===== src/common/tpbio_pkg.sv =====
/*
 * Shared constants and types for the timer pin-B function decoder:
 * register offsets, field positions, reset values and pin/event carriers.
 * Assumes a 32-bit AXI4-Lite register bus with byte addresses.
 */
package tpbio_pkg;
	localparam int CNT_W = 16;
	localparam int ADDR_W = 8;
	localparam int LANES = CNT_W / 8;
	localparam logic [7:0] OFF_IO1 = 8'h00;
	localparam logic [7:0] OFF_IO2 = 8'h04;
	localparam logic [7:0] OFF_GRB1 = 8'h08;
	localparam logic [7:0] OFF_GRB2 = 8'h0c;
	localparam logic [7:0] OFF_CC1 = 8'h10;
	localparam logic [7:0] OFF_MODE0 = 8'h14;
	localparam logic [7:0] OFF_IOD0 = 8'h18;
	localparam logic [7:0] OFF_STAT = 8'h1c;
	localparam logic [7:0] OFF_CLR = 8'h20;
	localparam logic [7:0] OFF_EN = 8'h24;
	localparam int FN_LSB = 4;
	localparam int FB_CAP = 3;
	localparam int FB_INIT = 2;
	localparam int FB_SRC = 2;
	localparam int PSC_W = 3;
	localparam logic [2:0] PSC_UNDIV = 3'h0;
	localparam int BFB_BIT = 5;
	localparam int NEVT = 5;
	localparam logic [7:0] IO_RST = 8'h00;
	localparam logic [CNT_W-1:0] GRB_RST = 16'h0000;
	localparam logic [1:0] RESP_OKAY = 2'h0;
	localparam logic [1:0] RESP_SLVERR = 2'h2;
	typedef enum logic [1:0] {
		ACT_OFF = 2'h0,
		ACT_LOW = 2'h1,
		ACT_HIGH = 2'h2,
		ACT_TOG = 2'h3
	} tpbio_act_e;
	typedef struct packed {
		logic o;
		logic oe;
	} tpbio_pin_s;
	typedef struct packed {
		logic d0;
		logic cap2;
		logic cmp2;
		logic cap1;
		logic cmp1;
	} tpbio_evt_s;
endpackage


===== src/rtl/tpbio_chan.sv =====
/*
 * One timer channel's register B with its pin: output compare or
 * input capture as the 4-bit pin function selects.
 * Assumes counter and ch0c_evt come from logic on aclk; pin_raw is async.
 */
`timescale 1ns/1ps
module tpbio_chan #(
	parameter int CNT_W = tpbio_pkg::CNT_W,
	parameter bit CH0_SRC = 1'b0
) (
	input wire logic aclk, // clock
	input wire logic aresetn, // sync reset, low
	input wire logic [3:0] func, // pin b function field
	input wire logic init_ld, // field was just written
	input wire logic [CNT_W-1:0] counter, // channel counter
	input wire logic pin_raw, // pin level, async
	input wire logic ch0c_evt, // ch0 reg c match/capture
	input wire logic [CNT_W/8-1:0] reg_we, // byte lane writes
	input wire logic [CNT_W-1:0] reg_wdata, // write data
	output logic [CNT_W-1:0] reg_q, // general register b
	output tpbio_pkg::tpbio_pin_s pin_q, // pin drive
	output logic match, // compare match pulse
	output logic capture // capture pulse
);
	import tpbio_pkg::*;

	logic [2:0] sync_q;
	logic eq_q;
	logic [CNT_W-1:0] reg_d;
	tpbio_pin_s pin_d;
	logic cmp_mode;
	logic ch0_sel;
	logic rise;
	logic fall;
	logic edge_hit;
	logic init_lvl;
	tpbio_act_e act;

	assign cmp_mode = !func[FB_CAP];
	assign act = tpbio_act_e'(func[1:0]);
	assign init_lvl = func[FB_INIT];
	// ch2 has no alternate source, bit 6 falls away
	assign ch0_sel = CH0_SRC && func[FB_SRC];
	assign rise = sync_q[1] && !sync_q[2];
	assign fall = !sync_q[1] && sync_q[2];

	always_comb begin
		edge_hit = 1'b0;
		if (func[1]) begin
			edge_hit = rise || fall;
		end else if (func[0]) begin
			edge_hit = fall;
		end else begin
			edge_hit = rise;
		end
	end

	// one pulse per arrival at equality, a stalled counter does not re-fire
	assign match = cmp_mode && (counter == reg_q) && !eq_q;
	assign capture = !cmp_mode && (ch0_sel ? ch0c_evt : edge_hit);

	always_comb begin
		reg_d = reg_q;
		for (int i = 0; i < CNT_W / 8; i++) begin
			if (reg_we[i]) begin
				reg_d[i*8 +: 8] = reg_wdata[i*8 +: 8];
			end
		end
		// capture beats a bus write in the same cycle
		if (capture) begin
			reg_d = counter;
		end
		pin_d.o = pin_q.o;
		pin_d.oe = cmp_mode && (act != ACT_OFF);
		if (init_ld) begin
			pin_d.o = init_lvl;
		end else if (match) begin
			unique case (act)
				ACT_OFF: pin_d.o = pin_q.o;
				ACT_LOW: pin_d.o = 1'b0;
				ACT_HIGH: pin_d.o = 1'b1;
				ACT_TOG: pin_d.o = !pin_q.o;
			endcase
		end
	end

	always_ff @(posedge aclk) begin
		if (!aresetn) begin
			sync_q <= 3'h0;
			eq_q <= 1'b0;
			reg_q <= GRB_RST;
			pin_q <= '0;
		end else begin
			sync_q <= {sync_q[1:0], pin_raw};
			eq_q <= cmp_mode && (counter == reg_q);
			reg_q <= reg_d;
			pin_q <= pin_d;
		end
	end
endmodule


===== src/rtl/tpbio_top.sv =====
/*
 * Pin-B function decoder for timer channels 1 and 2 with an AXI4-Lite
 * register slave, sticky event status and one level interrupt; also gates
 * the channel 0 register D events.
 * Assumes counters and ch0 event strobes come from logic on aclk.
 */
// The AXI4-Lite interface to the registers and the address map were left to the implementer.
// Contract
// - bit 7 low: reg b compares, bit 6 sets the first level, 00 pin off, 01 low on match.
// - compare code 10 drives the pin high on each match, from the initial level.
// - compare code 11 toggles the pin on each match, from the initial level.
// - code 1000 captures the counter on a rising edge of the own pin.
// - code 1001 captures the counter on a falling edge of the own pin.
// - code 101x captures on both pin edges, bit 4 ignored.
// - on channel 1 code 11xx captures on each ch0 reg c match or capture.
// - on channel 2 bit 6 is ignored in capture mode, the source is always the own pin.
// - capture on ch1 counting is suppressed when ch1 prescale select is 000.
// - with ch0 buffer mode set, ch0 reg d makes neither capture nor compare.
`timescale 1ns/1ps
module tpbio_top #(
	parameter int CNT_W = tpbio_pkg::CNT_W
) (
	input wire logic aclk, // clock, 100 MHz
	input wire logic aresetn, // sync reset, low
	input wire logic [tpbio_pkg::ADDR_W-1:0] awaddr, // write address
	input wire logic awvalid, // write address valid
	output logic awready, // write address ready
	input wire logic [31:0] wdata, // write data
	input wire logic [3:0] wstrb, // byte strobes
	input wire logic wvalid, // write data valid
	output logic wready, // write data ready
	output logic [1:0] bresp, // write response
	output logic bvalid, // response valid
	input wire logic bready, // response ready
	input wire logic [tpbio_pkg::ADDR_W-1:0] araddr, // read address
	input wire logic arvalid, // read address valid
	output logic arready, // read address ready
	output logic [31:0] rdata, // read data
	output logic [1:0] rresp, // read response
	output logic rvalid, // read data valid
	input wire logic rready, // read data ready
	input wire logic [CNT_W-1:0] ch1_counter, // channel 1 counter
	input wire logic [CNT_W-1:0] ch2_counter, // channel 2 counter
	input wire logic ch0c_event, // ch0 reg c match/capture
	input wire logic ch1_count_evt, // ch1 counter stepped
	input wire logic ch0d_match_raw, // ch0 reg d match, ungated
	input wire logic ch0d_pin_cap_raw, // ch0 reg d pin edge, ungated
	input wire logic ch1_pin_b_level, // channel 1 pin level
	input wire logic ch2_pin_b_level, // channel 2 pin level
	output tpbio_pkg::tpbio_pin_s ch1_pin_b, // channel 1 pin drive
	output tpbio_pkg::tpbio_pin_s ch2_pin_b, // channel 2 pin drive
	output logic ch0d_capture, // ch0 reg d capture strobe
	output logic ch0d_compare, // ch0 reg d compare strobe
	output logic irq // interrupt, level
);
	import tpbio_pkg::*;

	logic awr_q, awr_d;
	logic wr_q, wr_d;
	logic awh_q, awh_d;
	logic wh_q, wh_d;
	logic [ADDR_W-1:0] awa_q, awa_d;
	logic [31:0] wd_q, wd_d;
	logic [3:0] ws_q, ws_d;
	logic bv_q, bv_d;
	logic [1:0] br_q, br_d;
	logic arr_q, arr_d;
	logic rv_q, rv_d;
	logic [31:0] rd_q, rd_d;
	logic [1:0] rr_q, rr_d;

	logic [7:0] io1_q, io1_d;
	logic [7:0] io2_q, io2_d;
	logic [PSC_W-1:0] psc_q, psc_d;
	logic bfb_q, bfb_d;
	logic [3:0] iod_q, iod_d;
	logic [NEVT-1:0] stat_q, stat_d;
	logic [NEVT-1:0] en_q, en_d;
	logic irq_q, irq_d;
	logic [1:0] ld_q, ld_d;
	logic d0cap_q, d0cap_d;
	logic d0cmp_q, d0cmp_d;

	logic [NEVT-1:0] clr;
	logic [LANES-1:0] grb1_we;
	logic [LANES-1:0] grb2_we;
	logic [CNT_W-1:0] grb1;
	logic [CNT_W-1:0] grb2;
	logic m1, m2, c1, c2;
	logic d0_ch1src;
	logic d0_cap_raw;
	tpbio_evt_s ev;

	assign awready = awr_q;
	assign wready = wr_q;
	assign bvalid = bv_q;
	assign bresp = br_q;
	assign arready = arr_q;
	assign rvalid = rv_q;
	assign rdata = rd_q;
	assign rresp = rr_q;
	assign irq = irq_q;
	assign ch0d_capture = d0cap_q;
	assign ch0d_compare = d0cmp_q;

	tpbio_chan #(
		.CNT_W(CNT_W),
		.CH0_SRC(1'b1)
	) u_ch1 (
		.aclk(aclk),
		.aresetn(aresetn),
		.func(io1_q[FN_LSB +: 4]),
		.init_ld(ld_q[0]),
		.counter(ch1_counter),
		.pin_raw(ch1_pin_b_level),
		.ch0c_evt(ch0c_event),
		.reg_we(grb1_we),
		.reg_wdata(wd_q[CNT_W-1:0]),
		.reg_q(grb1),
		.pin_q(ch1_pin_b),
		.match(m1),
		.capture(c1)
	);

	tpbio_chan #(
		.CNT_W(CNT_W),
		.CH0_SRC(1'b0)
	) u_ch2 (
		.aclk(aclk),
		.aresetn(aresetn),
		.func(io2_q[FN_LSB +: 4]),
		.init_ld(ld_q[1]),
		.counter(ch2_counter),
		.pin_raw(ch2_pin_b_level),
		.ch0c_evt(1'b0),
		.reg_we(grb2_we),
		.reg_wdata(wd_q[CNT_W-1:0]),
		.reg_q(grb2),
		.pin_q(ch2_pin_b),
		.match(m2),
		.capture(c2)
	);

	// ch0 reg d gating
	assign d0_ch1src = iod_q[FB_CAP] && iod_q[FB_SRC];
	// undivided clock on ch1 gives no usable count event
	assign d0_cap_raw = d0_ch1src ? (ch1_count_evt && psc_q != PSC_UNDIV)
		: ch0d_pin_cap_raw;

	always_comb begin
		d0cap_d = !bfb_q && iod_q[FB_CAP] && d0_cap_raw;
		d0cmp_d = !bfb_q && !iod_q[FB_CAP] && ch0d_match_raw;
		ev.cmp1 = m1;
		ev.cap1 = c1;
		ev.cmp2 = m2;
		ev.cap2 = c2;
		ev.d0 = d0cap_d || d0cmp_d;
	end

	// register write side
	always_comb begin
		awh_d = awh_q;
		wh_d = wh_q;
		awa_d = awa_q;
		wd_d = wd_q;
		ws_d = ws_q;
		bv_d = bv_q;
		br_d = br_q;
		io1_d = io1_q;
		io2_d = io2_q;
		psc_d = psc_q;
		bfb_d = bfb_q;
		iod_d = iod_q;
		en_d = en_q;
		clr = '0;
		grb1_we = '0;
		grb2_we = '0;
		ld_d = 2'h0;
		if (awvalid && awr_q) begin
			awh_d = 1'b1;
			awa_d = awaddr;
		end
		if (wvalid && wr_q) begin
			wh_d = 1'b1;
			wd_d = wdata;
			ws_d = wstrb;
		end
		if (awh_q && wh_q && !bv_q) begin
			awh_d = 1'b0;
			wh_d = 1'b0;
			bv_d = 1'b1;
			br_d = RESP_OKAY;
			unique case ({awa_q[ADDR_W-1:2], 2'h0})
				OFF_IO1: begin
					if (ws_q[0]) begin
						io1_d = wd_q[7:0];
						ld_d[0] = 1'b1;
					end
				end
				OFF_IO2: begin
					if (ws_q[0]) begin
						io2_d = wd_q[7:0];
						ld_d[1] = 1'b1;
					end
				end
				OFF_GRB1: grb1_we = ws_q[LANES-1:0];
				OFF_GRB2: grb2_we = ws_q[LANES-1:0];
				OFF_CC1: begin
					if (ws_q[0]) begin
						psc_d = wd_q[PSC_W-1:0];
					end
				end
				OFF_MODE0: begin
					if (ws_q[0]) begin
						bfb_d = wd_q[BFB_BIT];
					end
				end
				OFF_IOD0: begin
					if (ws_q[0]) begin
						iod_d = wd_q[FN_LSB +: 4];
					end
				end
				OFF_CLR: begin
					if (ws_q[0]) begin
						clr = wd_q[NEVT-1:0];
					end
				end
				OFF_EN: begin
					if (ws_q[0]) begin
						en_d = wd_q[NEVT-1:0];
					end
				end
				OFF_STAT: br_d = RESP_OKAY;
				default: br_d = RESP_SLVERR;
			endcase
		end
		if (bv_q && bready) begin
			bv_d = 1'b0;
		end
		awr_d = !awh_d;
		wr_d = !wh_d;
	end

	// register read side
	always_comb begin
		rv_d = rv_q;
		rd_d = rd_q;
		rr_d = rr_q;
		if (arvalid && arr_q) begin
			rv_d = 1'b1;
			rr_d = RESP_OKAY;
			rd_d = 32'h0;
			unique case ({araddr[ADDR_W-1:2], 2'h0})
				OFF_IO1: rd_d[7:0] = io1_q;
				OFF_IO2: rd_d[7:0] = io2_q;
				OFF_GRB1: rd_d[CNT_W-1:0] = grb1;
				OFF_GRB2: rd_d[CNT_W-1:0] = grb2;
				OFF_CC1: rd_d[PSC_W-1:0] = psc_q;
				OFF_MODE0: rd_d[BFB_BIT] = bfb_q;
				OFF_IOD0: rd_d[FN_LSB +: 4] = iod_q;
				OFF_STAT: rd_d[NEVT-1:0] = stat_q;
				OFF_CLR: rd_d = 32'h0;
				OFF_EN: rd_d[NEVT-1:0] = en_q;
				default: rr_d = RESP_SLVERR;
			endcase
		end
		if (rv_q && rready) begin
			rv_d = 1'b0;
		end
		arr_d = !rv_d;
	end

	// sticky status: an event in the clearing cycle survives
	always_comb begin
		stat_d = (stat_q & ~clr) | ev;
		irq_d = |(stat_d & en_d);
	end

	always_ff @(posedge aclk) begin
		if (!aresetn) begin
			awr_q <= 1'b0;
			wr_q <= 1'b0;
			awh_q <= 1'b0;
			wh_q <= 1'b0;
			awa_q <= '0;
			wd_q <= 32'h0;
			ws_q <= 4'h0;
			bv_q <= 1'b0;
			br_q <= RESP_OKAY;
			arr_q <= 1'b0;
			rv_q <= 1'b0;
			rd_q <= 32'h0;
			rr_q <= RESP_OKAY;
			io1_q <= IO_RST;
			io2_q <= IO_RST;
			psc_q <= PSC_UNDIV;
			bfb_q <= 1'b0;
			iod_q <= 4'h0;
			stat_q <= '0;
			en_q <= '0;
			irq_q <= 1'b0;
			ld_q <= 2'h0;
			d0cap_q <= 1'b0;
			d0cmp_q <= 1'b0;
		end else begin
			awr_q <= awr_d;
			wr_q <= wr_d;
			awh_q <= awh_d;
			wh_q <= wh_d;
			awa_q <= awa_d;
			wd_q <= wd_d;
			ws_q <= ws_d;
			bv_q <= bv_d;
			br_q <= br_d;
			arr_q <= arr_d;
			rv_q <= rv_d;
			rd_q <= rd_d;
			rr_q <= rr_d;
			io1_q <= io1_d;
			io2_q <= io2_d;
			psc_q <= psc_d;
			bfb_q <= bfb_d;
			iod_q <= iod_d;
			stat_q <= stat_d;
			en_q <= en_d;
			irq_q <= irq_d;
			ld_q <= ld_d;
			d0cap_q <= d0cap_d;
			d0cmp_q <= d0cmp_d;
		end
	end
endmodule


===== config.mk =====
export PLATFORM = sky130hd
export DESIGN_NAME = tpbio_top
export DESIGN_NICKNAME = d
export VERILOG_FILES = /design/src/common/tpbio_pkg.sv /design/src/rtl/tpbio_chan.sv /design/src/rtl/tpbio_top.sv
export SDC_FILE = /design/constraint.sdc
export NUM_CORES = 1
export LEC_CHECK = 0
export BUFFER_PORTS_ARGS = -buffer_cell sky130_fd_sc_hd__buf_2
export CORE_ASPECT_RATIO = 0.7
export CORE_MARGIN = 1.5
export CORE_UTILIZATION = 54
export CTS_CLUSTER_DIAMETER = 50
export DETAILED_ROUTE_END_ITERATION = 16
export PLACE_DENSITY_LB_ADDON = 0.05
export RECOVER_POWER = 25
export SYNTH_ARGS = -nofsm -noshare
export SYNTH_HDL_FRONTEND = slang
export SYNTH_SLANG_ARGS = --single-unit

===== constraint.sdc =====
create_clock -name aclk -period 2.6 [get_ports aclk]
set_input_delay 0.26 -clock aclk [delete_from_list [all_inputs] [get_ports aclk]]
set_output_delay 0.26 -clock aclk [all_outputs]
set_load 0.01 [all_outputs]

## Word-level counts from Yosys, hierarchy flattened

Index checks and enable logic that the tools add are counted.

| word-level totals | value |
|---|---|
| bits in registers | 136 |
| output and inout port bits | 48 |
| word-level logic and storage cells | 183 |

| operators by class | value |
|---|---|
| equality and inequality tests | 28 |
| mux-type cells | 43 |
| bitwise gates (word level) | 5 |
| reductions and logical operators | 70 |

Operators by type and width:

| operator | number |
|---|---|
| $eq 6x3->1 const B | 8 |
| $eq 16x16->1 | 2 |
| $mux 16 | 2 |
| $mux 8 | 4 |
| $mux 5 | 6 |
| $logic_and 1x1->1 | 25 |
| $eq 6x2->1 const B | 4 |
| $eq 6x4->1 const B | 4 |
| $pmux 3 s7 | 1 |
| $reduce_and 3->1 | 7 |
| $reduce_or 10->1 | 2 |
| $mux 1 | 17 |
| $logic_not 1->1 | 16 |
| $pmux 8 s2 | 1 |
| $reduce_bool 2->1 | 8 |
| $eq 6x1->1 const B | 2 |
| $logic_not 6->1 | 2 |
| $mux 2 | 6 |
| $pmux 1 s6 | 2 |
| $and 5x5->5 | 2 |
| $pmux 2 s5 | 1 |
| $eq 2x2->1 const B | 4 |
| $pmux 1 s7 | 1 |
| $pmux 1 s3 | 2 |
| 11 further kinds | 17 |

## Longest topological paths before layout

| depth | value |
|---|---|
| depth after elaboration | 9 |
| gate-level depth with buffers | 9 |
| gate-level depth less buffers | 7 |

## Hierarchy

A second synthesis with hierarchy kept.

| second synthesis, totals | value |
|---|---|
| cell total of the unflattened synthesis | 693 |
| area total of the unflattened synthesis | 6246.0 um^2 |

By module, submodules not included:

| module | instances | cells an instance | area each (um^2) | sequential area each (um^2) |
|---|---|---|---|---|
| tpbio_top | 1 | 440 | 3871.2 | 1761.7 |
| tpbio_chan at u_ch2 | 1 | 126 | 1197.4 | 440.4 |
| tpbio_chan at u_ch1 | 1 | 127 | 1177.4 | 440.4 |

## Worst setup path before layout

OpenSTA, ideal clock, no wires.

| timing path | value |
|---|---|
| path type | flip-flop to flip-flop |
| start point | reg u_ch2.sync_q[1] |
| end point | reg u_ch2.reg_q[6] |
| arrival time | 1.776 ns |
| data required time | 2.465 ns |
| setup slack | 0.690 ns |
| cell stages (with the launch flop) | 9 |
| path buffers | 2 |
| cells stage by stage | dfxtp_1 inv_1 ha_1 mux2_2 o211ai_1 buf_4 buf_6 mux2i_1 a211oi_2 |

| between the ends | value |
|---|---|
| cells in the longest elaborated chain, start to end | 6 |

RTL lines:

| element | RTL line | source |
|---|---|---|
| start: declaration | tpbio_chan.sv:27 | `logic [2:0] sync_q;` |
| start signal: assignment | tpbio_chan.sv:94 | `sync_q <= {sync_q[1:0], pin_raw};` |
| $logic_not 1->1 | tpbio_chan.sv:45 | `assign fall = !sync_q[1] && sync_q[2];` |
| $logic_and 1x1->1 | tpbio_chan.sv:45 |  |
| $mux 1 or $logic_or 1x1->1 (tied branches) | tpbio_chan.sv:51, tpbio_chan.sv:50 |  |
| $mux 1 * | tpbio_chan.sv:49 | `if (func[1]) begin` |
| $logic_and 1x1->1 * | tpbio_chan.sv:60 | `assign capture = !cmp_mode && (ch0_sel ? ch0c_evt : edge_hit);` |
| $mux 16 or $reduce_bool 2->1 (tied branches) | n/a |  |
| end signal: assignment | tpbio_chan.sv:96 | `reg_q <= reg_d;` |
| end: declaration | tpbio_chan.sv:20 | `output logic [CNT_W-1:0] reg_q,` |

Mark *: on every way between the ends. The rest lies on a longest branch, timed or not.
A chain may end at the register's enable or synchronous reset.

## Worst setup path after layout

| timing path | value |
|---|---|
| start point | reg awa_q[7] |
| end point | reg u_ch1.reg_q[8] |

| between the ends | value |
|---|---|
| cells in the longest elaborated chain, start to end | 4 |

RTL lines:

| element | RTL line | source |
|---|---|---|
| start: declaration | tpbio_top.sv:62 | `logic [ADDR_W-1:0] awa_q, awa_d;` |
| start signal: assignment | tpbio_top.sv:310 | `awa_q <= awa_d;` |
| $eq 6x2->1 | tpbio_top.sv:193 | `unique case ({awa_q[ADDR_W-1:2], 2'h0})` |
| $mux 2 | tpbio_top.sv:193 |  |
| $mux 2 | tpbio_top.sv:188 | `if (awh_q && wh_q && !bv_q) begin` |
| $reduce_bool 2->1 (no source line) | n/a |  |
| end signal: assignment | tpbio_chan.sv:96 |  |
| end: declaration | tpbio_chan.sv:20 |  |

No other way between the ends.

==> flow_metrics.env <==
export IMPL_status="completed"
export IMPL_first_pass_grt_wire_length_um=28600
export IMPL_post_synth_fa_ha_maj_area_fraction_pct=0.798
export IMPL_number_of_enable_flip_flop_cells_after_synthesis=0
export IMPL_p_sw_w=0.00113
export IMPL_core_um2=11200
export IMPL_layout_worst_path_cycle_share_pct=88.7
export IMPL_largest_family_of_logic_cells_by_synthesized_area="simple AND/OR/NAND/NOR gates"
export IMPL_layout_cell_share_with_drive_strength_beyond_1_pct=19.0
export IMPL_drt_pre_antenna_iters=5
export IMPL_route_final_wire_length_um=18400
export IMPL_detail_route_antenna_nets=0
export IMPL_finalSetupViolations=0
export IMPL_maximum_number_of_pins_on_one_net_before_global_route_repair=59
export IMPL_crit_type="reg -> reg"
export IMPL_die_x_um=132
export IMPL_pwr_share_clk_pct=50.3
export IMPL_synthXorXnorAreaFrac_pct=4.47
export IMPL_mostFrequentLayoutCell="dfxtp_1"
export IMPL_dieArea_um2=12300
export IMPL_yosys_top_cells_area="dfxtp_1 (42%), nand2_1 (5.9%), mux2i_1 (5.6%)"
export IMPL_yosys_area_share_simple_pct=20.9
export IMPL_cts_post_setup_buffers_inserted=0
export IMPL_leakage_nw=2.86
export IMPL_worstPathBufferInverterCount=0
export IMPL_multi_input_comb_area_um2=3280
export IMPL_initial_utilization_pct=56.1
export IMPL_combPwrFrac_pct=6.8
export IMPL_htreeDepth=4
export IMPL_floorplan_rows=32
export IMPL_slew_headroom_pct=12.5
export IMPL_cts_sinks=132
export IMPL_grt_setup_unrepaired="no"
export IMPL_grt_usage_pct=30.8
export IMPL_critPathSlowestCell="or4_4"
export IMPL_timing_hold_worst_class="in -> reg"
export IMPL_gp_congestion=0.915
export IMPL_detailedRoute_firstIterationViolations=524
export IMPL_die_height_um=93.2
export IMPL_worst_setup_path_end_kind="register"
export IMPL_critical_path_top_delay_family="simple AND/OR/NAND/NOR gates"
export IMPL_cts_reportedPaths_clkPinSlew_ns=0.05
export IMPL_timing_critical_path_slowest_cell_delay_ns=0.58
export IMPL_crit_chain="or2_1 > or4_4 > nand2b_1 > mux2i_1 > a211oi_1"
export IMPL_fin_skew_ns=0.00837
export IMPL_count_of_input_and_output_buffers=104
export IMPL_timing_worst_slew_pin_value_ns=1.30
export IMPL_synth_mux_area_share_pct=8.82
export IMPL_hold_violations=0
export IMPL_min_period_ns=2.31
export IMPL_synthToLayoutAreaGrowth_pct=18.5
export IMPL_netlist_cell_type_count=55
export IMPL_num_nets_final=912
export IMPL_synth_seq_cells=132
export IMPL_routed_via_count=5712
export IMPL_via_per_inst=5.85
export IMPL_wirelength_per_cell_um=18.9
export IMPL_crit_path_start_kind="register"
export IMPL_num_fill_cells=949
export IMPL_power_switching_fraction_pct=23.1
export IMPL_source_to_sink_clock_delay_at_the_later_pin_of_the_worst_skew_pair_ns=0.42
export IMPL_fin_util_pct=66.5
export IMPL_timing_critical_path_required_ns=2.93
export IMPL_synth_compound_area_share_pct=16.2
export IMPL_async_reset_ff_share_pct=0
export IMPL_drc=0
export IMPL_fin_setup_tns_ns=0
export IMPL_first_global_vias=5373
export IMPL_arrival_worst_endpoint_ns=2.64
export IMPL_power_density_nw_per_um2=661
export IMPL_finalPower_w=0.00491
export IMPL_synthesis_instances=715
export IMPL_yosysWarningCount=0
export IMPL_hpwlAfterDp_um=13300
export IMPL_cts_tree="done"
export IMPL_root_buffer="clkbuf_16"
export IMPL_post_cts_resized_instances=0
export IMPL_crit_fanout=9
export IMPL_synth_top_area_cell="dfxtp_1"
export IMPL_gr_total_overflow=0
export IMPL_clock_tree_buffer_depth=2
export IMPL_p_int_w=0.00378
export IMPL_synth_yosys_seq_area_share_pct=42.1
export IMPL_synth_cell_area_um2=6270
export IMPL_max_freq_ghz=0.434
export IMPL_postSynthAreaPerCell_um2=8.77
export IMPL_final_max_slew_violation_count=0
export IMPL_register_area_um2=2640
export IMPL_synthDominantCellAreaShare_pct=42.1
export IMPL_number_of_cts_inserted_buffers=17
export IMPL_antenna_violations_before_repair=0
export IMPL_max_cap_violations=0
export IMPL_vdd_ir_drop_max_uv=519
export IMPL_final_cell_mix="dfxtp_1 (132), nand2_1 (98), buf_2 (85)"
export IMPL_postCtsHoldBufs=0
export IMPL_worst_case_register_to_register_setup_slack_ns=0.29
export IMPL_power_frac_seq_pct=42.9
export IMPL_num_io_pins=145
export IMPL_num_antenna_cells=0
export IMPL_ys_flop_type="dfxtp_1"
[cell type report]
class	count	share of cell area, %
repair buffers	124	8.82
well taps	153	2.58
clock inverters	11	2.16
clock buffers	20	5.88
multi-input cells	520	44.2
flip-flops and latches	132	35.6
inverters	16	0.825
[sequential cells by signal (all words and copies together) (netlist names), 4 cells and up]
register	flops
u_ch1.reg_q	16
rdata	16
u_ch2.reg_q	16
wd_q	16
io1_q	8
iod_q	4
en_q	5
io2_q	8
stat_q	5
awa_q	6
[power by group through the flow]
stage	sequential, W	combinational, W	clock, W
2_1_floorplan	0.00213	0.000216	0
3_3_place_gp	0.00215	0.000328	0
3_5_place_dp	0.00215	0.000336	0
4_1_cts	0.00211	0.000337	0.00248
5_1_grt	0.00211	0.000368	0.00258
6_report	0.00211	0.000335	0.00247
[Yosys cell counts (all sizes together) (3+ instances only)]
cell type and number:
a211oi 24, a21oi 67, a221oi 5, a222oi 4
a22o 4, a2bb2oi 3, a311oi 8, a32oi 3
a41o 5, and2 13, and3 3, buf 33
clkbuf 31, dfxtp 132, ha 4, inv 16
mux2i 35, mux4 8, nand2 98, nand2b 7
nand3 38, nand3b 4, nand4 12, nor2 64
nor2b 5, nor3 14, nor4 6, nor4b 5
o21ai 9, o41ai 3, xnor2 31
[worst paths after layout]
kind                                 startpoint              end  cells past startpoint
worst min register to register  u_ch1.sync_q[0]  u_ch1.sync_q[1]                      1
worst max-delay path                   awa_q[7]   u_ch1.reg_q[8]                      5
worst min-delay path            ch2_pin_b_level  u_ch2.sync_q[0]                      2
worst max register to register         awa_q[7]   u_ch1.reg_q[8]                      5
[metrics by stage]
step | worst slack [ns] | cells | area [um2] | hold slack, ns
2_1_floorplan | 0.690 | 732 | 6330 | 0.387
3_3_place_gp | 0.421 | 945 | 6870 | 0.424
3_5_place_dp | 0.358 | 945 | 6870 | 0.418
4_1_cts | 0.306 | 976 | 7470 | 0.0415
5_1_grt | 0.159 | 976 | 7430 | 0.0541
6_report | 0.295 | 976 | 7430 | 0.0497
[worst reg2reg max path: stages, from the launching register on]
cell and delay, ns:
dfxtp_1 0.33, or2_1 0.39, or4_4 0.58, nand2b_1 0.44
mux2i_1 0.23, a211oi_1 0.25
[metal layers]
metal  GRT usage [%]  vias to the layer above  wire length [um]
met5               0                        -                 0
li1                -                     2702                 -
met1            41.8                     2665              8170
met3            9.86                       40              2010
met4            10.4                        0               352
met2            46.5                      305              7870
[kinds of logic after synthesis]
kind of cell               count (synthesis)
DFF                                      132
other                                      1
adders and majority gates                  4
xor gates and xnor gates                  32
buffers and inverters                     80
and+or+nand+nor                          274
AOI/OAI and AO/OA                        147
muxes                                     45
Note: power is estimated with default switching activity, not from simulation.
